**src/shared/mtw_map.svh**
```systemverilog
// Register offsets, field positions, encodings and reset values of the table walker
`ifndef MTW_MAP_SVH
`define MTW_MAP_SVH
// ----------------------------------------------------------------------
// Register byte offsets
// ----------------------------------------------------------------------
`define MTW_OFS_TC     8'h00
`define MTW_OFS_TROOT  8'h04
`define MTW_OFS_SROOT  8'h08
`define MTW_OFS_STAT   8'h0c
`define MTW_OFS_MASK   8'h10
`define MTW_OFS_FADDR  8'h14
`define MTW_OFS_FLUSH  8'h18
// ----------------------------------------------------------------------
// Control bit positions and reset values
// ----------------------------------------------------------------------
`define MTW_TC_E       31
`define MTW_TC_SRE     25
`define MTW_TC_FCL     24
`define MTW_TC_RST     32'h0000_0000
`define MTW_ROOT_RST   32'h0000_0000
`define MTW_MASK_RST   4'h0
// ----------------------------------------------------------------------
// Descriptor type codes and descriptor bit positions
// ----------------------------------------------------------------------
`define MTW_DT_INV     2'h0
`define MTW_DT_PAGE    2'h1
`define MTW_DT_SHORT   2'h2
`define MTW_DT_LONG    2'h3
`define MTW_DSC_WP     2
`define MTW_DSC_SUP    8
// ----------------------------------------------------------------------
// Event bits of status and mask
// ----------------------------------------------------------------------
`define MTW_EV_BERR    0
`define MTW_EV_INV     1
`define MTW_EV_SUP     2
`define MTW_EV_WP      3
`endif

```
**src/shared/mtw_pkg.sv**
```systemverilog
// Types shared by the table walker and its translation cache
package mtw_pkg;
    // Access request from the execution unit
    typedef struct packed {
        logic [31:0] addr;
        logic [2:0]  fc;
        logic        wr;
        logic        move_alternate_space_instr;
        logic [2:0]  alt_fc;
    } mtw_acc_t;

    // Answer to an access
    typedef struct packed {
        logic        valid;
        logic        berr;
        logic [2:0]  fc;
        logic [31:0] paddr;
    } mtw_rsp_t;

    // One translation cache entry
    typedef struct packed {
        logic        valid;
        logic [2:0]  fc;
        logic [19:0] page;
        logic [19:0] frame;
        logic        wp;
        logic        err;
    } mtw_ent_t;
endpackage : mtw_pkg

```
**src/hdl/mtw_atc.sv**
```systemverilog
// Fully associative translation cache held in flip-flops
`timescale 1ns/1ps
`default_nettype none
module mtw_atc
    import mtw_pkg::*;
#(
    parameter int N = 4
) (
    // Clock and reset
    input  wire logic     clk,
    input  wire logic     rstn,
    // Invalidate all
    input  wire logic     flush,
    // Lookup
    input  wire logic [2:0]  look_fc,
    input  wire logic [19:0] look_page,
    output logic          hit,
    output mtw_ent_t      hit_ent,
    // Fill
    input  wire logic     fill,
    input  wire mtw_ent_t fill_ent
);
    localparam int PW = (N > 1) ? $clog2(N) : 1;

    // ------------------------------------------------------------------
    // Parameter check
    // ------------------------------------------------------------------
    if (N < 2) begin : g_bad_n
        $error("mtw_atc needs at least two entries");
    end

    mtw_ent_t          ent [N];
    logic [N-1:0]      match;
    logic [PW-1:0]     victim;

    // ------------------------------------------------------------------
    // Per-entry storage and tag compare
    // ------------------------------------------------------------------
    for (genvar i = 0; i < N; i++) begin : g_ent
        assign match[i] = ent[i].valid && ent[i].fc == look_fc && ent[i].page == look_page;

        // Flush wins over a fill in the same cycle
        always_ff @(posedge clk or negedge rstn) begin
            if (!rstn) begin
                ent[i] <= '0;
            end else if (flush) begin
                ent[i] <= '0;
            end else if (fill && victim == PW'(i)) begin
                ent[i] <= fill_ent;
            end
        end
    end

    // Hit select, first matching entry
    always_comb begin
        hit     = 1'b0;
        hit_ent = '0;
        for (int k = N - 1; k >= 0; k--) begin
            if (match[k]) begin
                hit     = 1'b1;
                hit_ent = ent[k];
            end
        end
    end

    // Round-robin victim; cheap, no use tracking needed
    always_ff @(posedge clk or negedge rstn) begin
        if (!rstn) begin
            victim <= '0;
        end else if (fill) begin
            victim <= (victim == PW'(N - 1)) ? '0 : victim + 1'b1;
        end
    end
endmodule : mtw_atc
`default_nettype wire

```
**src/hdl/mtw_top.sv**
```systemverilog
// Paged table walker with protection checks, translation cache and APB registers
//
// Functional notes
// RL1: Indirect target typed short or long is invalid; entry gets error flag.
// RL2: Invalid table descriptor means absent table; retried access takes bus error.
// RL3: Invalid descriptor: only type field is read, nothing else used or changed.
// RL4: Every answered access carries its function code.
// RL5: Function-code lookup bit set: first table level indexed by function code.
// RL6: Supervisor-root enable set: supervisor accesses walk from supervisor root.
// RL7: Write-protect bit honoured at any level, covering whole branch below.
// RL8: Supervisor-only bit checked in long descriptors only.
// RL9: User access meeting supervisor-only bit ends walk with fault entry.
// RL10: Retried user access hitting fault entry takes bus error.
// RL11: Write-protect bit met in walk gives entry with write-protect flag.
// RL12: Write through write-protected entry takes bus error; reads proceed.
// RL13: Move-alternate-space access translates with the alternate function code.
// RL14: Protection follows walked path; shared tables inherit each task's bits.
// RL15: Last-level short/long entry is indirect pointer, upper 30 bits address.
// RL16: Supervisor-root enable clear: all accesses walk from task root.
// RL17: Function-code lookup ignores root limit for first level.
// RL18: Supervisor-only bit never faults supervisor-level accesses.
`timescale 1ns/1ps
`default_nettype none
`include "mtw_map.svh"
module mtw_top
    import mtw_pkg::*;
#(
    parameter int ATC_N = 4
) (
    // Clock and reset
    input  wire logic        MCLK,
    input  wire logic        RSTN,
    // APB slave
    input  wire logic        PSEL,
    input  wire logic        PENABLE,
    input  wire logic        PWRITE,
    input  wire logic [7:0]  PADDR,
    input  wire logic [31:0] PWDATA,
    output logic [31:0]      PRDATA,
    output logic             PREADY,
    output logic             PSLVERR,
    // Execution unit
    input  wire logic        ACC_VALID,
    input  wire mtw_acc_t    ACC_REQ,
    output logic             ACC_READY,
    output mtw_rsp_t         RSP,
    // Table memory
    output logic             MEM_REQ,
    output logic [31:0]      MEM_ADDR,
    input  wire logic [31:0] MEM_RDATA,
    input  wire logic        MEM_ACK,
    // Interrupt
    output logic             IRQ
);
    typedef enum logic [2:0] {ST_IDLE, ST_LOOK, ST_FETCH, ST_EVAL, ST_FILL} mtw_state_t;

    // ------------------------------------------------------------------
    // Registers and walk state
    // ------------------------------------------------------------------
    logic [31:0] tc;
    logic [31:0] troot;
    logic [31:0] sroot;
    logic [3:0]  stat;
    logic [3:0]  mask;
    logic [31:0] faddr;
    logic        flush;
    mtw_state_t  state;
    logic [31:0] la;
    logic [2:0]  efc;
    logic        wr;
    logic [1:0]  level;
    logic        lng;
    logic        word1;
    logic        indir;
    logic        wp_acc;
    logic        at_root;
    logic [31:0] dsc0;
    logic [31:0] dsc1;
    mtw_ent_t    new_ent;
    logic [3:0]  ev;
    logic        atc_hit;
    mtw_ent_t    atc_ent;

    wire         apb_wr  = PSEL && PENABLE && PREADY && PWRITE;
    wire         is_user = !efc[2];
    wire [31:0]  root_sel = (tc[`MTW_TC_SRE] && efc[2]) ? sroot : troot; // RL6 RL16

    // ------------------------------------------------------------------
    // Translation cache
    // ------------------------------------------------------------------
    mtw_atc #(.N(ATC_N)) u_atc (
        .clk      (MCLK),
        .rstn     (RSTN),
        .flush    (flush),
        .look_fc  (efc),
        .look_page(la[31:12]),
        .hit      (atc_hit),
        .hit_ent  (atc_ent),
        .fill     (state == ST_FILL),
        .fill_ent (new_ent)
    );

    // ------------------------------------------------------------------
    // APB: three-cycle access, pready one cycle after penable
    // ------------------------------------------------------------------
    always_ff @(posedge MCLK or negedge RSTN) begin
        if (!RSTN) begin
            PREADY  <= 1'b0;
            PRDATA  <= '0;
            PSLVERR <= 1'b0;
        end else begin
            PREADY  <= PSEL && PENABLE && !PREADY;
            PRDATA  <= '0;
            PSLVERR <= 1'b0;
            if (PSEL && PENABLE && !PREADY) begin
                if (PADDR == `MTW_OFS_TC) begin
                    PRDATA <= tc;
                end else if (PADDR == `MTW_OFS_TROOT) begin
                    PRDATA <= troot;
                end else if (PADDR == `MTW_OFS_SROOT) begin
                    PRDATA <= sroot;
                end else if (PADDR == `MTW_OFS_STAT) begin
                    PRDATA <= {28'h0, stat};
                end else if (PADDR == `MTW_OFS_MASK) begin
                    PRDATA <= {28'h0, mask};
                end else if (PADDR == `MTW_OFS_FADDR) begin
                    PRDATA <= faddr;
                end else if (PADDR != `MTW_OFS_FLUSH) begin
                    PSLVERR <= 1'b1;
                end
            end
        end
    end

    // Software-written configuration
    always_ff @(posedge MCLK or negedge RSTN) begin
        if (!RSTN) begin
            tc    <= `MTW_TC_RST;
            troot <= `MTW_ROOT_RST;
            sroot <= `MTW_ROOT_RST;
            mask  <= `MTW_MASK_RST;
            flush <= 1'b0;
        end else begin
            flush <= apb_wr && PADDR == `MTW_OFS_FLUSH;
            if (apb_wr && PADDR == `MTW_OFS_TC) begin
                tc <= PWDATA & 32'h8300_0000;
            end
            if (apb_wr && PADDR == `MTW_OFS_TROOT) begin
                troot <= PWDATA & 32'hffff_fff3;
            end
            if (apb_wr && PADDR == `MTW_OFS_SROOT) begin
                sroot <= PWDATA & 32'hffff_fff3;
            end
            if (apb_wr && PADDR == `MTW_OFS_MASK) begin
                mask <= PWDATA[3:0];
            end
        end
    end

    // ------------------------------------------------------------------
    // Sticky events: a new event wins over a write-one clear
    // ------------------------------------------------------------------
    always_ff @(posedge MCLK or negedge RSTN) begin
        if (!RSTN) begin
            stat <= '0;
            IRQ  <= 1'b0;
        end else begin
            stat <= (stat & ~((apb_wr && PADDR == `MTW_OFS_STAT) ? PWDATA[3:0] : 4'h0)) | ev;
            IRQ  <= |(stat & mask);
        end
    end

    // ------------------------------------------------------------------
    // Descriptor decode of the fetched entry
    // ------------------------------------------------------------------
    wire [1:0]  d_dt   = dsc0[1:0];
    wire [31:0] d_addr = lng ? {dsc1[31:4], 4'h0} : {dsc0[31:4], 4'h0};
    wire        d_wp   = dsc0[`MTW_DSC_WP];
    wire        d_sup  = lng && dsc0[`MTW_DSC_SUP]; // RL8

    // Table index per level, scaled by descriptor size
    logic [9:0]  idx;
    logic [31:0] nbase;
    always_comb begin
        idx = (level == 2'd0) ? {7'h0, efc} : (level == 2'd1) ? la[31:22] : la[21:12];
        nbase = d_addr;
    end

    // ------------------------------------------------------------------
    // Walk sequencer
    // ------------------------------------------------------------------
    always_ff @(posedge MCLK or negedge RSTN) begin
        if (!RSTN) begin
            state     <= ST_IDLE;
            ACC_READY <= 1'b0;
            RSP       <= '0;
            MEM_REQ   <= 1'b0;
            MEM_ADDR  <= '0;
            la        <= '0;
            efc       <= '0;
            wr        <= 1'b0;
            level     <= '0;
            lng       <= 1'b0;
            word1     <= 1'b0;
            indir     <= 1'b0;
            wp_acc    <= 1'b0;
            at_root   <= 1'b0;
            dsc0      <= '0;
            dsc1      <= '0;
            new_ent   <= '0;
            ev        <= '0;
            faddr     <= '0;
        end else begin
            RSP.valid <= 1'b0;
            ev        <= '0;
            case (state)
                ST_IDLE: begin
                    ACC_READY <= 1'b1;
                    if (ACC_VALID && ACC_READY) begin
                        ACC_READY <= 1'b0;
                        la        <= ACC_REQ.addr;
                        efc       <= ACC_REQ.move_alternate_space_instr ? ACC_REQ.alt_fc : ACC_REQ.fc; // RL13
                        wr        <= ACC_REQ.wr;
                        state     <= ST_LOOK;
                    end
                end
                ST_LOOK: begin
                    RSP.fc <= efc; // RL4
                    if (!tc[`MTW_TC_E]) begin
                        // Translation off: logical is physical
                        RSP   <= '{1'b1, 1'b0, efc, la};
                        state <= ST_IDLE;
                    end else if (atc_hit) begin
                        RSP.valid <= 1'b1;
                        RSP.paddr <= {atc_ent.frame, la[11:0]};
                        RSP.berr  <= atc_ent.err || (atc_ent.wp && wr); // RL2 RL10 RL12
                        if (atc_ent.err || (atc_ent.wp && wr)) begin
                            ev[`MTW_EV_BERR] <= 1'b1;
                            faddr            <= la;
                        end
                        state <= ST_IDLE;
                    end else begin
                        // Root choice by privilege; limit field is not used at all
                        wp_acc  <= 1'b0;
                        indir   <= 1'b0;
                        at_root <= 1'b1;
                        dsc0    <= root_sel; // RL6 RL16
                        dsc1    <= {root_sel[31:4], 4'h0};
                        lng     <= 1'b0;
                        level   <= tc[`MTW_TC_FCL] ? 2'd0 : 2'd1; // RL5 RL17
                        state   <= ST_EVAL;
                    end
                end
                ST_FETCH: begin
                    if (MEM_ACK) begin
                        if (lng && !word1) begin
                            // Long format: control word then address word
                            dsc0     <= MEM_RDATA;
                            word1    <= 1'b1;
                            MEM_ADDR <= MEM_ADDR + 32'h4;
                        end else begin
                            MEM_REQ <= 1'b0;
                            if (lng) begin
                                dsc1 <= MEM_RDATA;
                            end else begin
                                dsc0 <= MEM_RDATA;
                            end
                            level <= (level == 2'd3) ? level : level + 2'd1;
                            state <= ST_EVAL;
                        end
                    end
                end
                ST_EVAL: begin
                    // Entry skeleton, refined below
                    new_ent <= '{1'b1, efc, la[31:12], 20'h0, wp_acc | d_wp, 1'b0};
                    wp_acc  <= wp_acc | d_wp; // RL7 RL14
                    word1   <= 1'b0;
                    at_root <= 1'b0;
                    state   <= ST_FILL;
                    if (d_dt == `MTW_DT_INV || (indir && d_dt != `MTW_DT_PAGE)) begin
                        // Only the type field is looked at here
                        new_ent.err      <= 1'b1; // RL1 RL2 RL3
                        new_ent.wp       <= wp_acc; // RL3
                        ev[`MTW_EV_INV]  <= 1'b1;
                    end else if (d_sup && is_user) begin
                        new_ent.err      <= 1'b1; // RL9 RL18
                        ev[`MTW_EV_SUP]  <= 1'b1;
                    end else if (d_dt == `MTW_DT_PAGE) begin
                        // Root-level page maps with a constant offset
                        new_ent.frame <= at_root ? la[31:12] + d_addr[31:12] : d_addr[31:12];
                        ev[`MTW_EV_WP] <= wp_acc | d_wp; // RL11
                    end else if (level == 2'd3) begin
                        // Index fields used up: follow the indirect pointer
                        MEM_ADDR <= {(lng ? dsc1[31:2] : dsc0[31:2]), 2'h0}; // RL15
                        lng      <= d_dt == `MTW_DT_LONG;
                        indir    <= 1'b1;
                        MEM_REQ  <= 1'b1;
                        state    <= ST_FETCH;
                    end else begin
                        MEM_ADDR <= nbase + (d_dt == `MTW_DT_LONG ? {19'h0, idx, 3'h0}
                                                                  : {20'h0, idx, 2'h0});
                        lng      <= d_dt == `MTW_DT_LONG;
                        MEM_REQ  <= 1'b1;
                        state    <= ST_FETCH;
                    end
                end
                ST_FILL: begin
                    // Entry written this cycle; lookup again acts as the retry
                    state <= ST_LOOK;
                end
                default: begin
                    state <= ST_IDLE;
                end
            endcase
        end
    end
endmodule : mtw_top
`default_nettype wire

```
**config.mk**
```make
export PLATFORM = sky130hd
export DESIGN_NAME = mtw_top
export DESIGN_NICKNAME = d
export VERILOG_FILES = /design/src/shared/mtw_pkg.sv /design/src/hdl/mtw_atc.sv /design/src/hdl/mtw_top.sv
export VERILOG_INCLUDE_DIRS = /design/src /design/src/shared
export SDC_FILE = /design/constraint.sdc
export NUM_CORES = 1
export LEC_CHECK = 0
export BUFFER_PORTS_ARGS = -buffer_cell sky130_fd_sc_hd__buf_2
export CORE_MARGIN = 5
export CORE_UTILIZATION = 61
export CTS_CLUSTER_SIZE = 40
export DETAILED_ROUTE_END_ITERATION = 10
export GPL_TIMING_DRIVEN = 0
export PLACE_DENSITY_LB_ADDON = 0.2
export SLEW_MARGIN = 10
export SYNTH_ARGS = -nofsm -noshare
export SYNTH_HDL_FRONTEND = slang
export SYNTH_SLANG_ARGS = --single-unit
```
**constraint.sdc**
```tcl
create_clock -name MCLK -period 6.55 [get_ports MCLK]
set_clock_uncertainty 0.15 [all_clocks]
set_input_delay 0 -clock MCLK [delete_from_list [all_inputs] [get_ports MCLK]]
set_output_delay 0 -clock MCLK [all_outputs]
set_load 0.005 [all_outputs]
```
# Word level (Yosys, flattened, before mapping)
# Cells that the tools add are included.
dict set report totals {
  reg_bits 556
  elab_cells 294
  out_inout_bits 106
  n_memories 0
  rom_bits 0
  latch_bits 0
  inputBits 119
  ram_bits 0
}
dict set report op_classes {
  n_mux 121
  n_reduce_logical 60
  mul 0
  bitwise_logic 5
  div_mod_pow 0
  n_addsub 5
  shifts 0
  order_cmp 0
  n_eq_ne 41
}
# cell n
set ops {}
lappend ops {{two-way mux 32 bit} 27}
lappend ops {{two-way mux 46 bit} 8}
lappend ops {{one-hot mux 32 bit (2 select lines)} 3}
lappend ops {{two-way mux 22 bit} 4}
lappend ops {{equality test 20 bit} 4}
lappend ops {{two-way mux 20 bit} 4}
lappend ops {{two-way mux 1 bit} 42}
lappend ops {{two-way mux 37 bit} 1}
lappend ops {{adder 32 x 13 -> 32 bit} 1}
lappend ops {{adder 32 x 3 -> 32 bit (second input constant)} 1}
lappend ops {{two-way mux 30 bit} 1}
lappend ops {{AND reduction 6 bit} 5}
lappend ops {{logical AND 1 bit} 29}
lappend ops {{two-way mux 3 bit} 9}
lappend ops {{equality test 8 x 5 -> 1 bit (second input constant)} 3}
lappend ops {{!= test 2 bit (second input constant)} 12}
lappend ops {{adder 20 bit} 1}
lappend ops {{two-way mux 10 bit} 2}
lappend ops {{two-way mux 2 bit} 10}
lappend ops {{equality test 8 x 4 -> 1 bit (second input constant)} 2}
lappend ops {{one-hot mux 3 bit (5 select lines)} 1}
lappend ops {{nonzero test 2 bit} 7}
lappend ops {{two-way mux 13 bit} 1}
lappend ops {{equality test 3 bit} 4}
lappend ops {{28 further kinds} 50}

# Depth between registers and ports, before layout
dict set report logic_depth {
  word_depth 13
  ltp_mapped 18
  mapped_depth_nobuf 17
}

# By module
# A second synthesis with hierarchy kept.
dict set report hier_totals {
  cells_unflattened 2976
  area_unflattened_um2 28369.7
}
# mod area_each_um2 n_inst cells_each seq_area_each_um2
set by_module_without_submodules {}
lappend by_module_without_submodules {mtw_top 18238.7 1 1714 9158.8}
lappend by_module_without_submodules {mtw_atc 10131.0 1 1262 4654.5}

# Worst setup path after synthesis
# No wires, ideal clock.
dict set report synth_path {
  path_type {flip-flop to flip-flop}
  from {register lng}
  to {register new_ent[20] (netlist bit)}
  required_time_ps 6270
  setup_time_ps 130
  path_slack_ps 2742
  n_path_buf 3
  path_stages_with_launch 15
  arrival_time_ps 3528
  synth_period_minus_slack_ps 3808
  cell_sequence {dfrtp_1 > buf_4 > buf_2 > clkbuf_1 > mux2_2 > ha_1 > fa_1 > a21o_1 > a211oi_1 > o21ai_0 > o211ai_1 > o31ai_1 > o41ai_1 > xor2_1 > o21ai_0}
}
dict set report synth_via {
  elab_chain_cells 6
  word_cells_on_any_way 8
  cone_classes {add/sub: 1; mux: 5; reduce/logical: 2}
}
# item line_no
set synth_rtl {}
lappend synth_rtl {{start: declaration} mtw_top.sv:72} ;# logic lng;
lappend synth_rtl {{start signal: assignment} mtw_top.sv:295} ;# lng <= d_dt == `MTW_DT_LONG;
lappend synth_rtl {{start signal: assignment} mtw_top.sv:302} ;# lng <= d_dt == `MTW_DT_LONG;
lappend synth_rtl {{two-way mux 32 bit} mtw_top.sv:177} ;# wire [31:0] d_addr = lng ? {dsc1[31:4], 4'h0} : {dsc0[31:4], 4'h0};
lappend synth_rtl {{adder 20 bit} mtw_top.sv:290} ;# new_ent.frame <= at_root ? la[31:12] + d_addr[31:12] : d_addr[31:12];
lappend synth_rtl {{two-way mux 20 bit} mtw_top.sv:290}
lappend synth_rtl {{two-way mux 20 bit} mtw_top.sv:288} ;# end else if (d_dt == `MTW_DT_PAGE) begin
lappend synth_rtl {{two-way mux 20 bit *} mtw_top.sv:285} ;# end else if (d_sup && is_user) begin
lappend synth_rtl {{two-way mux 20 bit *} mtw_top.sv:280} ;# if (d_dt == `MTW_DT_INV || (indir && d_dt != `MTW_DT_PAGE)) begin
lappend synth_rtl {{end signal: assignment} mtw_top.sv:275} ;# new_ent <= '{1'b1, efc, la[31:12], 20'h0, wp_acc | d_wp, 1'b0};
lappend synth_rtl {{end: declaration} mtw_top.sv:79} ;# mtw_ent_t new_ent;
# Every way passes the cells marked *; elsewhere a longest branch is shown, timed or not.
# A chain may end at the register's enable or synchronous reset.

# Worst setup path after layout
dict set report layout_path {
  from {register lng}
  to {register MEM_ADDR[28]}
}
dict set report layout_via {
  elab_chain_cells 7
  word_cells_on_any_way 14
  cone_classes {add/sub: 1; eq/ne: 2; mux: 7; reduce/logical: 4}
}
# item line_no
set layout_rtl {}
lappend layout_rtl {{two-way mux 32 bit} mtw_top.sv:177}
lappend layout_rtl {{adder 32 x 13 -> 32 bit} mtw_top.sv:300} ;# MEM_ADDR <= nbase + (d_dt == `MTW_DT_LONG ? {19'h0, idx, 3'h0}
lappend layout_rtl {{two-way mux 32 bit} mtw_top.sv:292} ;# end else if (level == 2'd3) begin
lappend layout_rtl {{two-way mux 32 bit} mtw_top.sv:288}
lappend layout_rtl {{two-way mux 32 bit} mtw_top.sv:285}
lappend layout_rtl {{two-way mux 32 bit} mtw_top.sv:280}
lappend layout_rtl {{one-hot mux 32 bit (2 select lines)} mtw_top.sv:216} ;# case (state)
lappend layout_rtl {{end signal: assignment} mtw_top.sv:260} ;# MEM_ADDR <= MEM_ADDR + 32'h4;
lappend layout_rtl {{end signal: assignment} mtw_top.sv:294} ;# MEM_ADDR <= {(lng ? dsc1[31:2] : dsc0[31:2]), 2'h0};
lappend layout_rtl {{end signal: assignment} mtw_top.sv:300}
lappend layout_rtl {{end: declaration} mtw_top.sv:49} ;# output logic [31:0] MEM_ADDR,
# Several ways; a longest one is shown, not always the timed one. The select of a mux whose other input is x is not followed.

==> metrics.md <==
| Metric | Value |
|---|---|
| M1 GR Usage | between 50% and 60% |
| Total of max-cap violations | 0 |
| Post-Synthesis Cells | about 2800 |
| Clock buffer depth | 3 |
| Hold Path Depth | 3 |
| Placed insts | 3579 |
| Worst hold slack | -3.92 ps |
| # Post-CTS Setup Buffers | 0 |
| Worst reg2reg path startpoint | lng |
| Synth Area in XOR/XNOR | ~4.1% |
| Initial core utilization | between 60% and 70% |
| Final cell count without fillers | ~3800 |
| Critical Path AT | between 5000 and 6000 ps |
| H-Tree Depth | 2 |
| RSZ-0062 raised after global routing | false |
| Fillers | a little over 3000 |
| Routed Antenna Nets | 0 |
| F_max | about 0.21 GHz |
| Top Usage Layer GRT | met2 |
| Count of different cell masters after synthesis | between 80 and 90 |
| Most used DFF post-synth | dfrtp_1 |
| Clock sink total | 552 |
| Layout area overhead | 19.9% |
| Peak supply drop | 0.303 mV |
| Max FO, Critical Path | 10 |
| WHS Endpoint | troot[4] |
| Warnings, synthesis | 0 |
| CP Capture Type | register |
| Die area | ~49000 sq um |
| Pins Over Slew Limit | 0 |
| Worst hold start | PWDATA[4] |
| Met2 Usage GRT | approximately 60% |
| Crit Reg-Reg Endpoint | MEM_ADDR[28] |
| Power density over cell area | approximately 280 nW/um^2 |
| Global-route wire length before repair | approximately 150000 um |
| Drt via density | between 6 and 7 |
| Compound-Gate Fraction of Synth Area | 13.5% |
| Share of cells above drive strength 1 | about 17% |
| Detailed Routing Iterations Pass 1 | 7 |
| Asr flop ratio synth | 100% |
| Post-layout util | ~74% |
| FF-to-FF path depth | 15 |
| CTS buffer count | between 50 and 60 |
| Max stage delay on crit path | 610 ps |
| Residual DRC count | 0 |
| Worst EP required | between 6000 and 7000 ps |
| Main combinational cell family by area after synthesis | simple AND/OR/NAND/NOR gates |
| Failing checks | negative hold slack |
| Initial drt markers | around 3200 |
| Tmin final | between 4000 and 5000 ps |
| Final Hold Vio Count | 1 |
| R2R setup slack | between 1500 and 2000 ps |
| Clock Latency Late Sink | 660 ps |
| I/O Pins | about 230 |
| Multiplexer area fraction after synthesis | approximately an eighth |
| EDFF count, synth | 0 |
| Initial antenna violation count | 5 |
| Die height | 222 um |
| Critical Path, Cell by Cell | buf_4, buf_2, clkbuf_1, mux2_2, ha_1, inv_1, fa_1, nor2b_1, o21ai_0, a21boi_1, o21bai_1, a21oi_1, o2111ai_1, or4_1, nand3_1 |
| Gr usage total | around two fifths |
| Worst Path Class, Setup | register to register |
| Routed WL | between 90000 and 100000 um |
| Hpwl dp | between 60000 and 70000 um |
| Gpl congestion | about 0.95 |
| IO buf count | 222 |
| Final worst-path cycle share | 73.0% |
| Largest net degree at the start of global routing | between 100 and 150 |
| Synth Area in Simple Gates | approximately 14% |
| DR WL/cell | approximately 25 um |
| Die Width | 222 um |
| Leakage Power | between 15 and 20 nW |
| Rel. slew slack | approximately a fifth |
| Total grt overflow | 0 |
| CTS tree | done |
| Status | finished, violations left |
| Final setup viols | 0 |
| Vias | about 25000 |
| Syn avg cell area | between 9 and 10 sq um |
| Register area share after synthesis | between 50% and 60% |
| CP max stage cell | a21oi_1 |
| # nets final | ~3400 |
| Row count | 77 |
| Netlist Area Pre-Place | 27400 sq um |
| Vias in the first global route | approximately 25000 |
| CTS resizes | 0 |
| Grt met3 use | under 10% |
| Worst Tran Pin Value | between 1000 and 1500 ps |
| Placeable Area | 44300 sq um |
| Post-synthesis register bit count | around 550 |
| Startpoint types | register |
| Clock slew seen by the registers of the worst setup and hold paths | about 70 ps |
| Root Buffer | clkbuf_16 |
| Adder-cell share of the synthesized area | under 10% |
| Hold Crit Class | input pin to register |
## stage by stage
stage                TNS, ps  worst slack, ps  power, W  instance area (sq um)  hold slack, ps
floorplan                  0             2740   0.00483                  27400            -446
global placement    -3063310            -5620   0.00562                  29300            82.6
detailed placement         0             1910   0.00567                  29400           -51.0
CTS                        0             1870   0.00898                  32900           0.186
global route               0             1460   0.00934                  32900            14.8
finish                     0             1770   0.00910                  32900           -3.92
## where the power goes
group / internal (W) / switching [W] / total (W)
Combinational: 0.000701 / 0.00128 / 0.00198
Clock: 0.00189 / 0.00143 / 0.00332
Sequential: 0.00363 / 0.000168 / 0.00380
Total: 0.00622 / 0.00288 / 0.00910
## sequential cells by signal (all words and copies together), names as in the netlist, 32 cells and up
name,cells
PRDATA,32
RSP,37
dsc0,32
faddr,32
la,32
new_ent,46
u_atc.ent,184
## cells in the mapped netlist, drive strengths merged (13+ instances only)
cell type / number / area (sq um)
nand3: 24 / 120
nor4: 34 / 219
xnor2: 60 / 526
buf: 49 / 285
a31oi: 15 / 93.8
a21oi: 267 / 1350
dfrtp: 552 / 13800
nor2: 137 / 517
a211oi: 13 / 97.6
ha: 37 / 463
inv: 39 / 146
clkbuf: 144 / 541
a221oi: 24 / 210
nand4: 32 / 200
nand2: 584 / 2190
mux2: 222 / 2720
a222oi: 27 / 270
nor3: 23 / 135
xor2: 69 / 604
and3: 19 / 119
o21ai: 140 / 704
o311ai: 20 / 175
mux2i: 63 / 631
a21o: 15 / 113
## layout by cell type, fill, tap and decap left out, types with 11 or more instances in the layout
master,Yosys,layout
clkbuf_16,0,57
nor4_1,33,32
a21oi_1,266,266
nand4_1,32,32
and2_1,11,11
ha_1,37,37
mux2_2,116,116
a31oi_1,15,15
o21ai_1,42,42
nor3_1,19,18
nand2_1,584,584
o21ai_0,97,97
a222oi_1,27,27
mux2i_1,63,63
mux2_1,47,47
nor2_1,136,136
clkbuf_1,144,157
and4_1,11,11
nand3_1,24,24
o311ai_1,11,11
xnor2_1,60,60
inv_1,36,36
a21o_1,15,15
a221oi_1,24,24
buf_2,27,249
and3_1,19,19
xor2_1,69,69
dlygate4sd3_1,0,158
a211oi_1,13,13
mux2_4,59,59
dfrtp_1,552,552
clkbuf_8,0,12
## worst max-delay path by stage
stage | from | end | slack, ps | depth (start not counted)
final | lng | MEM_ADDR[28] | 1770 | 15
after global routing | lng | MEM_ADDR[28] | 1460 | 15
after CTS | lng | MEM_ADDR[28] | 1870 | 15
after detailed placement | lng | new_ent[20] | 1910 | 14
after global placement | RSTN | u_atc.ent[164] | -5620 | 1
after floorplan | lng | new_ent[20] | 2740 | 14
## what timing repair did
item / 4_1_cts / 5_1_grt
hold buffers: 159 / 0
hold endpoints to repair: 624 / 0
endpoints found under the setup margin: 0 / 0
## critical path, delay by kind of cell, from the launching register on
family | cells | cell delay [ps]
AOI/OAI and AO/OA | 5 | 1400
muxes | 1 | 310
DFF | 1 | 430
buffers and inverters | 4 | 1140
and+or+nand+nor | 3 | 680
adders and majority gates | 2 | 590
## cell families (layout without fill, tap and decap cells)
logic type,after synthesis,count (layout)
buffers and inverters,233,718
AOI/OAI and AO/OA,605,605
and+or+nand+nor,915,915
other,1,4
DFF,552,552
adders and majority gates,39,39
xor gates and xnor gates,129,129
muxes,285,285
## final cells by class
cell class / instances / area (sq um) / share of cell area [%]
Buffer: 193 / 826 / 2.51
Tap cell: 592 / 741 / 2.25
Sequential cell: 552 / 13800 / 42.0
Multi-Input combinational cell: 1975 / 12700 / 38.5
Inverter: 40 / 150 / 0.456
Timing Repair Buffer: 386 / 2850 / 8.65
Antenna cell: 2 / 5.00 / 0.0152
Clock inverter: 17 / 221 / 0.673
Clock buffer: 82 / 1640 / 4.98
## metal layers
| layer | routed length, um | part of all wire, % |
|---|---|---|
| met1 | 37600 | 38 |
| met2 | 44000 | 45 |
| met3 | 10500 | 11 |
| met4 | 5670 | 5.8 |
| met5 | 41 | 0.042 |
No activity file was read; power rests on OpenSTA's default activity.
